<file path="src/ucfg_pkg.sv">
`default_nettype none
package ucfg_pkg;
  // -------------------------------------------------------------
  // Image layout
  // -------------------------------------------------------------
  localparam logic [7:0] SIG_SHORT    = 8'hd2;
  localparam logic [7:0] SIG_EXT      = 8'hd4;
  localparam logic [7:0] WP_KEY       = 8'h42;
  localparam int         IMG_BYTES    = 24;
  localparam logic [7:0] LAST_SHORT   = 8'h0c;
  localparam logic [7:0] LAST_EXT     = 8'h17;
  localparam int B_VID_L = 1;
  localparam int B_VID_H = 2;
  localparam int B_PID_L = 3;
  localparam int B_PID_H = 4;
  localparam int B_DID_H = 6;
  localparam int B_OC    = 7;
  localparam int B_PORTS = 8;
  localparam int B_PWR   = 9;
  localparam int B_CTRL  = 10;
  localparam int B_PGOOD = 11;
  localparam int B_OPT   = 12;
  localparam int X_PWR_FS  = 8;
  localparam int X_PWR_HS  = 9;
  localparam int X_CC_BFS  = 12;
  localparam int X_CC_BHS  = 13;
  localparam int X_CC_SFS  = 14;
  localparam int X_CC_SHS  = 15;
  localparam int X_PGOOD   = 16;
  localparam int X_OPT     = 17;
  localparam int X_POL     = 18;
  localparam int X_WP      = 19;
  localparam int X_LANG    = 20;
  localparam int X_ACTIVE  = 22;
  localparam int X_REMOV   = 23;
  localparam logic [9:0] LANG_BASE = 10'h018;
  localparam logic [7:0] LANG_MAX  = 8'h1f;
  // Option byte bit positions.
  localparam int OPT_ZERO_DESC = 7;
  localparam int OPT_COMPOUND  = 6;
  localparam int OPT_FS_ONLY   = 5;
  localparam int OPT_NO_IND    = 4;
  localparam int OPT_GANGED    = 2;
  // Polarity byte bit positions.
  localparam int POL_AMBER = 7;
  localparam int POL_GREEN = 6;
  localparam int POL_PWR   = 3;
  localparam int POL_OC    = 2;
  localparam int POL_OCM1  = 1;
  localparam int POL_OCM2  = 0;
  // -------------------------------------------------------------
  // Built-in defaults
  // -------------------------------------------------------------
  localparam logic [7:0] DEF_OC       = 8'h88;
  localparam logic [7:0] DEF_PORTS    = 8'hff;
  localparam logic [7:0] DEF_PWR_FS   = 8'h28;
  localparam logic [7:0] DEF_PWR_HS   = 8'h57;
  localparam logic [7:0] DEF_CC_FS    = 8'h50;
  localparam logic [7:0] DEF_CC_HS    = 8'hae;
  localparam logic [7:0] DEF_PGOOD    = 8'h32;
  localparam logic [7:0] DEF_OPT      = 8'h80;
  localparam logic [7:0] DEF_POL      = 8'hcc;
  // Arbitrary neutral identity values.
  localparam logic [15:0] DEF_VID     = 16'h0000;
  localparam logic [15:0] DEF_PID     = 16'h0000;
  localparam logic [7:0]  DEF_DID     = 8'h00;
  localparam logic [7:0]  HUB_DESC    = 8'h29;
  localparam logic [7:0]  ZERO_DESC   = 8'h00;
  // -------------------------------------------------------------
  // Register map
  // -------------------------------------------------------------
  localparam logic [7:0] REG_CTRL   = 8'h00;
  localparam logic [7:0] REG_STATUS = 8'h04;
  localparam logic [7:0] REG_IDS    = 8'h08;
  localparam logic [7:0] REG_POWER  = 8'h0c;
  localparam logic [7:0] REG_HUB    = 8'h10;
  localparam logic [7:0] REG_STRING = 8'h14;
  localparam int CTRL_RELOAD = 0;
  localparam int CTRL_HS     = 1;
  localparam int CTRL_SELF   = 2;

  typedef enum logic [1:0]
  {
    FMT_NONE  = 2'h0,
    FMT_SHORT = 2'h1,
    FMT_EXT   = 2'h2
  } ucfg_fmt_t;

  typedef struct packed
  {
    logic [7:0] addr;
    logic       req;
  } ucfg_fetch_t;

  typedef struct packed
  {
    logic [15:0] vendorId;
    logic [15:0] productId;
    logic [7:0]  releaseHi;
    logic [3:0]  liveOcFilterMs;
    logic [3:0]  idleOcFilterMs;
    logic [3:0]  usablePortMask;
    logic [3:0]  detachablePortMask;
    logic [2:0]  portCount;
    logic [7:0]  upstreamCurrentUnits;
    logic [7:0]  controllerCurrentMa;
    logic [7:0]  portPowerGoodDelay;
    logic [15:0] hubChars;
    logic        fsRestrict;
    logic        indicatorsOff;
    logic        amberLedPolarity;
    logic        greenLedPolarity;
    logic        powerCtlPolarity;
    logic        ocInPolarity;
  } ucfg_desc_t;
endpackage
`default_nettype wire

</file>
<file path="src/ucfg_loader.sv">
// Decided for this implementation: the address-and-strobe port and the register offsets.
`default_nettype none
// Functional notes
// [RULE1] Byte 0 equal to 0xd2 selects the short image layout.
// [RULE2] Vendor id is byte 1 low, byte 2 high; byte 5 ignored.
// [RULE3] Product id is byte 3 low, byte 4 high.
// [RULE4] Byte 6 is the release id high byte.
// [RULE5] Byte 7 nibbles give live and idle overcurrent filters, default 0x88.
// [RULE6] Byte 8 high nibble marks usable ports, default 0xff.
// [RULE7] Reported port count equals the number of usable port bits.
// [RULE8] Usable ports numbered consecutively; low nibble flags removable ports.
// [RULE9] Byte 9 is upstream current in 2 mA units, defaults 0x28/0x57.
// [RULE10] Byte 10 is controller current in mA, defaults 0x50/0xae.
// [RULE11] Byte 11 is power-good delay in 2 ms units, default 0x32.
// [RULE12] Option bit 7 accepts descriptor type 0x00, else the request stalls.
// [RULE13] Option bit 6 compound flag goes to hub characteristics bit 2.
// [RULE14] Option bit 5 restricts the hub to full speed.
// [RULE15] Option bit 4 turns indicators off and clears characteristics bit 7.
// [RULE16] Option bit 2 ganged power sets characteristics bits 4,3,1,0; in the extended layout the code takes bits 4,3 from byte 18 instead.
// [RULE17] Image writers keep option bits 3, 1 and 0 at zero.
// [RULE18] Byte 0 equal to 0xd4 selects the extended layout.
// [RULE19] Extended byte 18 gives indicator, power and overcurrent polarities.
// [RULE20] Extended byte 19 equal to 0x42 locks out further image writes.
// [RULE21] Language count zero or above 31 disables string support.
// [RULE22] Language codes at 24, pointer arrays follow, each 2N bytes.
// [RULE23] Image read from byte 0 after reset; unknown signature gives defaults.
// [RULE24] Decoded values held until next reset; descriptors built from them. The code also reloads the image on a REG_CTRL reload write.
module ucfg_loader
(
  // Clock and reset
  input  wire logic                     clock,
  input  wire logic                     sys_rst,
  // Image byte fetch
  output ucfg_pkg::ucfg_fetch_t         fetch,
  input  wire logic                     fetchValid,
  input  wire logic [7:0]               fetchData,
  // Descriptor request check
  input  wire logic                     descReq,
  input  wire logic [7:0]               descType,
  output logic                          descAccept,
  output logic                          descStall,
  // Decoded configuration
  output ucfg_pkg::ucfg_desc_t          desc,
  output logic                          cfgReady,
  output logic                          imageWriteLock,
  output logic                          stringsOn,
  output logic [9:0]                    mfrTableBase,
  output logic [9:0]                    tableStride,
  output logic [3:0]                    physRemovable,
  // Register port
  input  wire logic [7:0]               regAddr,
  input  wire logic [31:0]              regWdata,
  input  wire logic                     regWr,
  input  wire logic                     regRd,
  output logic [31:0]                   regRdata
);
  import ucfg_pkg::*;

  typedef enum logic [2:0]
  {
    ST_FETCH = 3'b001,
    ST_WAIT  = 3'b010,
    ST_DONE  = 3'b100
  } ucfg_state_t;

  // -------------------------------------------------------------
  // Image store and load sequencer
  // -------------------------------------------------------------
  logic [7:0]  img_r [IMG_BYTES];
  ucfg_state_t state_r;
  ucfg_state_t state_nxt;
  logic [7:0]  ptr_r;
  ucfg_fmt_t   fmt_r;
  logic [2:0]  ctrl_r;
  logic        reload;

  assign reload = regWr && regAddr == REG_CTRL && regWdata[CTRL_RELOAD];

  function automatic logic [7:0] lastByte(input logic [7:0] sig);
    if (sig == SIG_EXT)
      lastByte = LAST_EXT;
    else
      lastByte = LAST_SHORT;
  endfunction

  always_comb
  begin
    state_nxt = state_r;
    case (state_r)
      ST_FETCH: state_nxt = ST_WAIT;
      ST_WAIT:
      begin
        if (fetchValid)
        begin
          // A bad signature ends the load at once.
          if (ptr_r == 8'h00 && fetchData != SIG_SHORT
              && fetchData != SIG_EXT)
            state_nxt = ST_DONE; // RULE23
          else if (ptr_r == lastByte(img_r[0]) && ptr_r != 8'h00)
            state_nxt = ST_DONE;
          else
            state_nxt = ST_FETCH;
        end
      end
      ST_DONE:
      begin
        if (reload)
          state_nxt = ST_FETCH;
      end
      default: state_nxt = ST_FETCH;
    endcase
  end

  always_ff @(posedge clock or posedge sys_rst)
  begin
    if (sys_rst)
      state_r <= ST_FETCH;
    else
      state_r <= state_nxt;
  end

  // Bytes are taken strictly in order from byte 0.
  always_ff @(posedge clock or posedge sys_rst)
  begin
    if (sys_rst)
      ptr_r <= 8'h00; // RULE23
    else if (state_r == ST_DONE)
      ptr_r <= 8'h00;
    else if (state_r == ST_WAIT && fetchValid)
      ptr_r <= ptr_r + 8'h01;
  end

  always_ff @(posedge clock or posedge sys_rst)
  begin
    if (sys_rst)
      fetch <= '0;
    else
    begin
      fetch.req <= state_r == ST_FETCH;
      if (state_r == ST_FETCH)
        fetch.addr <= ptr_r;
    end
  end

  // The store only changes during a load, so the fields derived from it alone stay
  // put until reset or a software reload; extended-layout current fields also follow ctrl_r.
  always_ff @(posedge clock)
  begin
    if (state_r == ST_WAIT && fetchValid && ptr_r < 8'(IMG_BYTES))
      img_r[ptr_r[4:0]] <= fetchData; // RULE24
  end

  always_ff @(posedge clock or posedge sys_rst)
  begin
    if (sys_rst)
      fmt_r <= FMT_NONE;
    else if (state_r == ST_WAIT && fetchValid && ptr_r == 8'h00)
    begin
      if (fetchData == SIG_SHORT)
        fmt_r <= FMT_SHORT; // RULE1
      else if (fetchData == SIG_EXT)
        fmt_r <= FMT_EXT; // RULE18
      else
        fmt_r <= FMT_NONE;
    end
  end

  // -------------------------------------------------------------
  // Field decode
  // -------------------------------------------------------------
  logic        isShort;
  logic        isExt;
  logic        speedHs;
  logic [7:0]  optByte;
  logic [7:0]  polByte;
  logic [7:0]  ocByte;
  logic [7:0]  portByte;
  logic [7:0]  langCnt;
  logic [2:0]  portCount;
  logic [15:0] chars;
  logic [3:0]  physMap;

  assign isShort = fmt_r == FMT_SHORT;
  assign isExt   = fmt_r == FMT_EXT;
  assign optByte = isShort ? img_r[B_OPT] : isExt ? img_r[X_OPT] : DEF_OPT;
  assign polByte = isExt ? img_r[X_POL] : DEF_POL;
  assign ocByte  = (isShort || isExt) ? img_r[B_OC] : DEF_OC; // RULE5
  assign langCnt = isExt ? img_r[X_LANG] : 8'h00;
  // Full-speed restriction overrides the link's own speed.
  assign speedHs = ctrl_r[CTRL_HS] && !optByte[OPT_FS_ONLY]; // RULE14

  always_comb
  begin
    if (isShort)
      portByte = img_r[B_PORTS]; // RULE6
    else if (isExt)
      portByte = {img_r[X_ACTIVE][3:0], img_r[X_REMOV][3:0]};
    else
      portByte = DEF_PORTS;
  end

  ucfg_port_map u_map
  (
    .usableMask    (portByte[7:4]),
    .logicalMask   (portByte[3:0]),
    .portCount     (portCount), // RULE7
    .physRemovable (physMap) // RULE8
  );

  always_comb
  begin
    chars = 16'h0000;
    chars[2] = optByte[OPT_COMPOUND]; // RULE13
    chars[7] = !optByte[OPT_NO_IND]; // RULE15
    if (optByte[OPT_GANGED])
      chars[1:0] = 2'b00; // RULE16
    else
      chars[1:0] = 2'b01;
    if (isExt)
      chars[4:3] = {polByte[POL_OCM1], polByte[POL_OCM2]}; // RULE19
    else if (optByte[OPT_GANGED])
      chars[4:3] = 2'b00;
    else
      chars[4:3] = 2'b01;
  end

  // -------------------------------------------------------------
  // Descriptor fields
  // -------------------------------------------------------------
  always_ff @(posedge clock or posedge sys_rst)
  begin
    if (sys_rst)
    begin
      desc     <= '0;
      cfgReady <= 1'b0;
    end
    else
    begin
      cfgReady <= state_r == ST_DONE;
      if (isShort || isExt)
      begin
        desc.vendorId  <= {img_r[B_VID_H], img_r[B_VID_L]}; // RULE2
        desc.productId <= {img_r[B_PID_H], img_r[B_PID_L]}; // RULE3
        desc.releaseHi <= img_r[B_DID_H]; // RULE4
      end
      else
      begin
        desc.vendorId  <= DEF_VID;
        desc.productId <= DEF_PID;
        desc.releaseHi <= DEF_DID;
      end
      desc.liveOcFilterMs     <= ocByte[7:4];
      desc.idleOcFilterMs     <= ocByte[3:0];
      desc.usablePortMask     <= portByte[7:4];
      desc.detachablePortMask <= portByte[3:0];
      desc.portCount          <= portCount;
      if (isShort)
      begin
        desc.upstreamCurrentUnits <= img_r[B_PWR]; // RULE9
        desc.controllerCurrentMa  <= img_r[B_CTRL]; // RULE10
        desc.portPowerGoodDelay   <= img_r[B_PGOOD]; // RULE11
      end
      else if (isExt)
      begin
        desc.upstreamCurrentUnits <= speedHs ? img_r[X_PWR_HS]
                                             : img_r[X_PWR_FS];
        case ({ctrl_r[CTRL_SELF], speedHs})
          2'b00:   desc.controllerCurrentMa <= img_r[X_CC_BFS];
          2'b01:   desc.controllerCurrentMa <= img_r[X_CC_BHS];
          2'b10:   desc.controllerCurrentMa <= img_r[X_CC_SFS];
          default: desc.controllerCurrentMa <= img_r[X_CC_SHS];
        endcase
        desc.portPowerGoodDelay <= img_r[X_PGOOD];
      end
      else
      begin
        desc.upstreamCurrentUnits <= speedHs ? DEF_PWR_HS : DEF_PWR_FS;
        desc.controllerCurrentMa  <= speedHs ? DEF_CC_HS : DEF_CC_FS;
        desc.portPowerGoodDelay   <= DEF_PGOOD;
      end
      desc.hubChars         <= chars;
      desc.fsRestrict       <= optByte[OPT_FS_ONLY];
      desc.indicatorsOff    <= optByte[OPT_NO_IND];
      desc.amberLedPolarity <= polByte[POL_AMBER];
      desc.greenLedPolarity <= polByte[POL_GREEN];
      desc.powerCtlPolarity <= polByte[POL_PWR];
      desc.ocInPolarity     <= polByte[POL_OC];
    end
  end

  // -------------------------------------------------------------
  // Strings and write protection
  // -------------------------------------------------------------
  always_ff @(posedge clock or posedge sys_rst)
  begin
    if (sys_rst)
    begin
      stringsOn      <= 1'b0;
      mfrTableBase   <= LANG_BASE;
      tableStride    <= 10'h000;
      imageWriteLock <= 1'b0;
      physRemovable  <= 4'h0;
    end
    else
    begin
      stringsOn    <= langCnt != 8'h00 && langCnt <= LANG_MAX; // RULE21
      tableStride  <= {1'b0, langCnt, 1'b0};
      mfrTableBase <= LANG_BASE + {1'b0, langCnt, 1'b0}; // RULE22
      imageWriteLock <= isExt && img_r[X_WP] == WP_KEY; // RULE20
      physRemovable  <= physMap; // RULE8
    end
  end

  // -------------------------------------------------------------
  // Hub descriptor request check
  // -------------------------------------------------------------
  always_ff @(posedge clock or posedge sys_rst)
  begin
    if (sys_rst)
    begin
      descAccept <= 1'b0;
      descStall  <= 1'b0;
    end
    else
    begin
      // Type 0x00 is tolerated only when the option allows it.
      descAccept <= descReq && (descType == HUB_DESC ||
                    (descType == ZERO_DESC &&
                     optByte[OPT_ZERO_DESC])); // RULE12
      descStall  <= descReq && !(descType == HUB_DESC ||
                    (descType == ZERO_DESC &&
                     optByte[OPT_ZERO_DESC])); // RULE12
    end
  end

  // -------------------------------------------------------------
  // Register port
  // -------------------------------------------------------------
  always_ff @(posedge clock or posedge sys_rst)
  begin
    if (sys_rst)
      ctrl_r <= 3'h0;
    else if (regWr && regAddr == REG_CTRL)
      ctrl_r <= {regWdata[CTRL_SELF], regWdata[CTRL_HS], 1'b0};
  end

  always_ff @(posedge clock or posedge sys_rst)
  begin
    if (sys_rst)
      regRdata <= 32'h0000_0000;
    else if (regRd)
    begin
      case (regAddr)
        REG_CTRL:   regRdata <= {29'h0, ctrl_r[2:1], 1'b0};
        REG_STATUS: regRdata <= {26'h0, imageWriteLock, stringsOn,
                                 fmt_r, state_r == ST_DONE, 1'b0};
        REG_IDS:    regRdata <= {desc.productId, desc.vendorId};
        REG_POWER:  regRdata <= {desc.releaseHi, desc.portPowerGoodDelay,
                                 desc.controllerCurrentMa,
                                 desc.upstreamCurrentUnits};
        REG_HUB:    regRdata <= {desc.hubChars, ocByte, 1'b0,
                                 portCount, physRemovable};
        REG_STRING: regRdata <= {12'h0, tableStride, mfrTableBase};
        default:    regRdata <= 32'h0000_0000;
      endcase
    end
    else
      regRdata <= 32'h0000_0000;
  end
endmodule
`default_nettype wire

</file>
<file path="src/ucfg_port_map.sv">
`default_nettype none
module ucfg_port_map
(
  // Masks
  input  wire logic [3:0] usableMask,
  input  wire logic [3:0] logicalMask,
  // Results
  output logic      [2:0] portCount,
  output logic      [3:0] physRemovable
);
  import ucfg_pkg::*;

  // Physical port p takes the logical slot equal to the usable ports
  // below it, so disabled ports leave no holes in the numbering.
  always_comb
  begin
    logic [2:0] slot;
    slot = 3'h0;
    physRemovable = 4'h0;
    for (int p = 0; p < 4; p++)
    begin
      if (usableMask[p])
      begin
        physRemovable[p] = logicalMask[slot[1:0]];
        slot = slot + 3'h1;
      end
    end
    portCount = slot;
  end
endmodule
`default_nettype wire
</file>
<file path="config.mk">
export PLATFORM = sky130hd
export DESIGN_NAME = ucfg_loader
export DESIGN_NICKNAME = d
export VERILOG_FILES = /design/src/ucfg_pkg.sv /design/src/ucfg_loader.sv /design/src/ucfg_port_map.sv
export SDC_FILE = /design/constraint.sdc
export NUM_CORES = 1
export LEC_CHECK = 0
export BUFFER_PORTS_ARGS = -buffer_cell sky130_fd_sc_hd__buf_2
export CAP_MARGIN = 25
export CORE_ASPECT_RATIO = 1.75
export CORE_MARGIN = 2
export CORE_UTILIZATION = 30
export DETAILED_ROUTE_END_ITERATION = 8
export GPL_TIMING_DRIVEN = 0
export PLACE_DENSITY = 0.53
export SLEW_MARGIN = 20
export SYNTH_ARGS = -nofsm -noshare
export SYNTH_HDL_FRONTEND = slang
export SYNTH_HIERARCHICAL = 1
export SYNTH_SLANG_ARGS = --single-unit
</file>
<file path="constraint.sdc">
create_clock -name clock -period 10.6 [get_ports clock]
set_input_delay 0.53 -clock clock [delete_from_list [all_inputs] [get_ports clock]]
set_output_delay 0.53 -clock clock [all_outputs]
set_load 0.02 [all_outputs]
</file>
==> summary.md, run 1 <==
| Metric | Value |
|---|---|
| Status | complete, no violations |
| Post-synthesis async set-or-reset flop share | 0.516 |
| CTS Sinks | 337 |
| Pre-CTS WS | between 6 and 7 ns |
| EDFF count, synth | 163 |
| Worst relative slew slack | 0.417 |
| RSZ-0062 raised after global routing | false |
| DRC | 0 |
| Clock-pin slew on the worst setup and hold paths | 0.07 ns |
| CTS buffer count | 30 |
| Antenna diodes | 0 |
| Gpl congestion | 0.829 |
| GRT Residual Overflow | 0 |
| Class of the worst hold path | in2async |
| Critical Path Source Type | flip-flop |
| Cell Pwr Density | between 150 and 200 nW/um^2 |
| Layout fillers | just over 4000 |
| Register area share after synthesis | 0.731 |
| Detailed-route via count | 7774 |
| Commonest non-fill, non-tap cell in the layout | buf_2 |
| Share of the synthesized area in the top cell type | 0.387 |
| P_leak | 6.37 nW |
| Largest net degree at the start of global routing | 94 |
| CP required | between 10 and 15 ns |
| CTS max path bufs | 3 |
| Final layout net count | 1196 |
| Die W | 159 um |
| Yosys cell types | 69 |
| Clock Skew | 0.0149 ns |
| Critical Path Slowest Stage Cell | clkbuf_1 |
| R2r setup slk | 6.40 ns |
| Pre-antenna DRT Iters | 5 |
| Worst-path maximum fanout | 10 |
| Ys Warns | 6 |
| Worst-skew pair later-pin latency | 0.56 ns |
| H-tree levels | 1 |
| First-pass GRT wire length | 53000 um |
| Delay-heaviest family, CP | buffers and inverters |
| Detail-routed net length per standard cell | 21.0 um |
| Area of the multi-input gates | 3080 um^2 |
| Routed Antenna Nets | 0 |
| Worst endpoint data arrival time | 4.62 ns |
| Post-Route WL | approximately 36000 um |
| Crit-path cells | inv_1 -> ha_1 -> clkinv_1 -> nand2_1 -> clkbuf_1 -> o22a_1 -> inv_1 -> ha_1 -> buf_4 -> nor4bb_1 -> a21o_1 -> a22oi_1 -> nor2_1 -> a221oi_1 -> nor2_1 |
| Die span in y | 276 um |
| Crit path kind | reg2reg |
| Die area | 43900 um^2 |
| Ratio of cells with drive above 1 in the final layout | 0.263 |
| Total power | 2.77 mW |
| Worst path max stage delay | roughly 0.56 ns |
| Placed instance count | 1644 |
| Terminus of the critical flop-to-flop path | regRdata[6] |
| Total Neg Setup Slack | 0 ns |
| Crit. Startpoint | fmt_r[1] |
| CTS root buf | clkbuf_16 |
| Post-synthesis cell area | ~13000 um^2 |
| Non-filler cells in the finished layout | 1701 |
| Row cnt | a little under 100 |
| PortBufs | 192 |
| Worst reg2reg path startpoint | fmt_r[1] |
| Period utilization | 0.396 |
| I/O pins | between 200 and 250 |
| CP Buf/Inv Count | 5 |
| Largest cells by area after synthesis | edfxtp_1, dfrtp_1, nor2b_1 |
| #FFs+latches synth | 337 |
| Post-route cell area | 15400 um^2 |
| Cell count after synthesis | 883 |
| Endpoints failing setup | 0 |
| Top_reg_cell synth | dfrtp_1 |
| Most frequent cells in the layout | buf_2, dfrtp_1, edfxtp_1 |
| Placed wire-length estimate | 26400 um |
| Syn Area/Cell | 14.3 um^2 |
| Yosys top cell by area | edfxtp_1 |
| Max Cap Viol | 0 |
| Drt via density | 4.57 |
| Hold_buf cts | 0 |
| Setup crit end kind | flip-flop |
| Final setup margin | approximately 6.4 ns |
| VDD IR max | 0.118 mV |
| Initial antenna violation count | 0 |
| Final Slew Violations | 0 |
| Starting Density | 0.304 |
| Vias in the first global route | between 8000 and 9000 |
| CTS tree | done |
| Post CTS Setup Buffer Count | 0 |
| Final Hold Fails | 0 |
| Crit path time final | around 4.2 ns |
| Max Clock Freq | ~240 MHz |
| Layout area overhead | 21.4% |
| GR Util All Layers | 0.162 |
| Area after DPL | 14400 um^2 |
| R2R depth | 15 |
| Seq. cell area | 9250 um^2 |
| Floorplan core area | ~42000 um^2 |
| Gates resized, CTS repair | 0 |
| 1st-iter DRT viols | between 400 and 500 |
| Worst slew pin tran | between 0.8 and 0.9 ns |
report_power, final:
part	total [mW]	internal [mW]	leakage, nW	switching, mW
logic	0.259	0.0851	2.18	0.174
registers	1.45	1.42	3.72	0.0318
clock network	1.07	0.591	0.471	0.475
total	2.77	2.09	6.37	0.680
final cells by class:
type,instances,share of cell area
flip-flops and latches,337,0.602
multi-input cells,480,0.200
repair buffers,194,0.0646
clock buffers,42,0.0558
well taps,555,0.0452
plain buffers,56,0.0192
clock inverters,14,0.00700
inverters,23,0.00611
cell families (layout without fill, tap and decap cells):
family                   Yosys count  after routing  synth area share
flip-flops                       337            337             0.731
XOR/XNOR                          11             11           0.00761
AND/OR/NAND/NOR                  274            274             0.115
buffers and inverters             79            329            0.0301
multiplexers                      22             22            0.0209
other                              1             14          0.000296
AO/OA/AOI/OAI                    147            147            0.0839
adder cells (fa/ha/maj)           12             12            0.0119
through the flow:
step	utilization	hold WS, ns
floorplan	-	0.385
global placement	0.345	0.391
detailed placement	0.346	0.394
CTS	0.369	0.0915
global route	0.369	0.129
finish	0.369	0.0623
worst max path at each step:
stage / slack [ns] / cells past startpoint / end
floorplan: 5.36 / 1 / cfgReady
global placement: 3.31 / 2 / desc[0]
finish: 6.40 / 15 / regRdata[6]
detailed placement: 6.30 / 15 / regRdata[6]
CTS: 6.29 / 15 / regRdata[6]
global route: 6.01 / 15 / regRdata[6]
synthesized netlist by cell type (5+ instances only):
| master | number |
|---|---|
| a2bb2oi_1 | 6 |
| a22o_1 | 9 |
| edfxtp_1 | 163 |
| clkbuf_1 | 26 |
| o211ai_1 | 5 |
| nand2b_1 | 13 |
| buf_4 | 17 |
| and3_1 | 5 |
| o31a_1 | 7 |
| nand3_1 | 9 |
| nor2_1 | 83 |
| o21ai_0 | 19 |
| a21oi_1 | 24 |
| a221oi_1 | 9 |
| inv_1 | 21 |
| and2_1 | 11 |
| ha_1 | 12 |
| nor3_1 | 8 |
| buf_2 | 11 |
| o22ai_1 | 5 |
| nor2b_1 | 53 |
| o22a_1 | 10 |
| nand2_1 | 45 |
| a22oi_1 | 29 |
| nand4_1 | 6 |
| xor2_1 | 7 |
| mux2_2 | 15 |
| dfrtp_1 | 171 |
| nor3b_1 | 5 |
registers in the layout, summed over array words and instances (netlist names), 3 cells and up:
register / count
mfrTableBase: 7
desc: 94
fetch: 9
ptr_r: 8
tableStride: 8
img_r: 163
regRdata: 32
physRemovable: 4
state_r: 3
layer usage:
layer | vias up | global-route usage | part of all wire
met3 | 48 | 0.0221 | 0.040
li1 | 3637 | - | -
met5 | - | 0 | 0
met2 | 214 | 0.328 | 0.58
met4 | 0 | 0.0610 | 0.032
met1 | 3875 | 0.165 | 0.35
No activity file was read; power rests on OpenSTA's default activity.
==> run 2, diff against run 1 <==
==> constraint.sdc (replaced) <==
create_clock -name clock -period 4.1 [get_ports clock]
set_input_delay 0.205 -clock clock [delete_from_list [all_inputs] [get_ports clock]]
set_output_delay 0.205 -clock clock [all_outputs]
set_load 0.02 [all_outputs]
==> run 2 against run 1 <==
Clock skew is 0.0030 ns higher; critical path depth unchanged; register-to-register slack got worse by 6.0 ns; sequential share of layout area shrank 0.85 points; critical endpoint unchanged; setup slack lost 6.0 ns; global-route usage rose by 0.16 points; highest routed layer unchanged; via count up 1.9%; fmax rose by 14%.
==> summary.md, run 2 (synthesized netlist as in run 1, its figures left out) <==
| Metric | Value |
|---|---|
| Worst-path maximum fanout | 10 |
| Status | complete, no violations |
| Post-Route WL | around 36000 um |
| Crit-path cells | inv_1 -> ha_1 -> clkinvlp_4 -> nand2_1 -> clkbuf_2 -> o22a_1 -> inv_1 -> ha_1 -> buf_4 -> nor4bb_1 -> a21o_1 -> a22oi_1 -> nor2_1 -> a221oi_1 -> nor2_1 |
| CP Buf/Inv Count | 5 |
| Detail-routed net length per standard cell | approximately 21 um |
| Floorplan core area | 41600 um^2 |
| Pre-CTS WS | -0.239 ns |
| VDD IR max | 0.330 mV |
| Worst-skew pair later-pin latency | 0.57 ns |
| Row cnt | 99 |
| First-pass GRT wire length | between 50000 and 60000 um |
| Total power | 7.27 mW |
| GRT Residual Overflow | 0 |
| Area after DPL | 14500 um^2 |
| Hold worst-path end | regRdata[1] |
| Starting Density | 0.304 |
| H-tree levels | 1 |
| Routed Antenna Nets | 0 |
| Final layout net count | 1211 |
| Worst slew pin tran | 0.848 ns |
| 1st-iter DRT viols | just under 400 |
| Die area | 43900 um^2 |
| Crit path kind | reg2reg |
| Worst hold stages | 4 |
| RSZ-0062 raised after global routing | false |
| Max Clock Freq | around 270 MHz |
| Worst path max stage delay | between 0.4 and 0.5 ns |
| Critical Path Source Type | flip-flop |
| P_leak | 6.47 nW |
| HP Start | regAddr[6] |
| Vias in the first global route | ~8000 |
| Delay-heaviest family, CP | compound AO/OA/AOI/OAI gates |
| Commonest non-fill, non-tap cell in the layout | buf_2 |
| Crit path time final | approximately 3.7 ns |
| GR Util All Layers | 0.163 |
| Final setup margin | 0.425 ns |
| PortBufs | ~190 |
| Post-route cell area | 15600 um^2 |
| Period utilization | 0.896 |
| Worst endpoint data arrival time | between 4 and 5 ns |
| Final Slew Violations | 0 |
| Most frequent cells in the layout | buf_2, dfrtp_1, edfxtp_1 |
| Class of the worst hold path | in2reg |
| Final Hold Fails | 0 |
| Clock-pin slew on the worst setup and hold paths | 0.07 ns |
| Max Cap Viol | 0 |
| DRC | 0 |
| Setup crit end kind | flip-flop |
| CTS buffer count | 30 |
| CTS Sinks | 337 |
| Clock Skew | 0.0180 ns |
| Initial antenna violation count | 1 |
| R2r setup slk | 0.42 ns |
| Die span in y | ~280 um |
| Endpoints failing setup | 0 |
| Total Neg Setup Slack | 0 ns |
| Layout area overhead | 23.1% |
| Gpl congestion | around 0.82 |
| Detailed-route via count | just under 8000 |
| Layout fillers | ~4100 |
| CTS tree | done |
| Worst reg2reg path startpoint | fmt_r[1] |
| Drt via density | between 4 and 5 |
| Terminus of the critical flop-to-flop path | regRdata[6] |
| Placed wire-length estimate | about 27000 um |
| Cell Pwr Density | between 400 and 500 nW/um^2 |
| CTS root buf | clkbuf_16 |
| Worst relative slew slack | 0.433 |
| R2R depth | 15 |
| Pre-antenna DRT Iters | 5 |
| Ratio of cells with drive above 1 in the final layout | 0.264 |
| Critical Path Slowest Stage Cell | dfrtp_1 |
| I/O pins | 237 |
| Die W | around 160 um |
| CTS max path bufs | 3 |
| Largest net degree at the start of global routing | 35 |
| CP required | ~4.5 ns |
| Max reg flops | 163 |
==> run 2: worst max path at each step <==
stage / startpoint / endpoint / slack [ns] / depth (start not counted)
finish: fmt_r[1] / regRdata[6] / 0.42 / 15
global route: fmt_r[1] / regRdata[6] / 0.18 / 15
CTS: fmt_r[1] / regRdata[6] / 0.02 / 15
detailed placement: fmt_r[1] / regRdata[6] / -0.24 / 15
global placement: fmt_r[1] / regRdata[6] / -0.22 / 15
floorplan: fmt_r[1] / regRdata[6] / 1.20 / 15
==> run 2: power breakdown <==
part           internal [mW]  switching (mW)  leakage, nW  total (mW)
clock network           1.62            1.22        0.481        2.84
registers               3.67          0.0822         3.72        3.75
logic                  0.234           0.456         2.27       0.690
==> run 2: metrics by stage <==
stage	hold WS (ns)	instances	util
5_1_grt	0.0479	1717	0.375
3_5_place_dp	0.130	1649	0.348
4_1_cts	0.00436	1712	0.374
3_3_place_gp	0.389	1643	0.345
2_1_floorplan	0.302	896	-
6_report	0.0227	1717	0.375
==> run 2: timing repair <==
| item | 4_1_cts | 5_1_grt |
|---|---|---|
| setup endpoints to repair | 1 | 1 |
| hold buffers | 7 | 0 |
| cloned | 0 | 0 |
| resized for setup | 1 | 1 |
| endpoints found under the hold margin | 65 | 0 |
| setup buffers | 0 | 3 |
==> run 2: final cells by class <==
| class | instances | area (um^2) | area share |
|---|---|---|---|
| clock buffers | 48 | 891 | 0.0571 |
| multi-input cells | 480 | 3080 | 0.197 |
| well taps | 555 | 694 | 0.0445 |
| flip-flops and latches | 337 | 9250 | 0.593 |
| repair buffers | 209 | 1190 | 0.0761 |
| diodes | 1 | 2.50 | 0.000161 |
| plain buffers | 56 | 297 | 0.0190 |
| clock inverters | 8 | 97.6 | 0.00626 |
| inverters | 23 | 93.8 | 0.00602 |
==> run 2: worst reg2reg max path: stages, from the launching register on <==
cell	delay [ns]
dfrtp_1	0.46
inv_1	0.09
ha_1	0.30
clkinvlp_4	0.23
nand2_1	0.15
clkbuf_2	0.33
o22a_1	0.39
inv_1	0.12
ha_1	0.38
buf_4	0.19
nor4bb_1	0.07
a21o_1	0.20
a22oi_1	0.19
nor2_1	0.06
a221oi_1	0.28
nor2_1	0.08
==> run 2: metal layers <==
metal / part of all wire / global-route usage / up-vias
li1: - / - / 3663
met1: 0.35 / 0.172 / 3941
met2: 0.56 / 0.318 / 239
met3: 0.042 / 0.0228 / 80
met4: 0.046 / 0.0763 / 0
met5: 0 / 0 / -
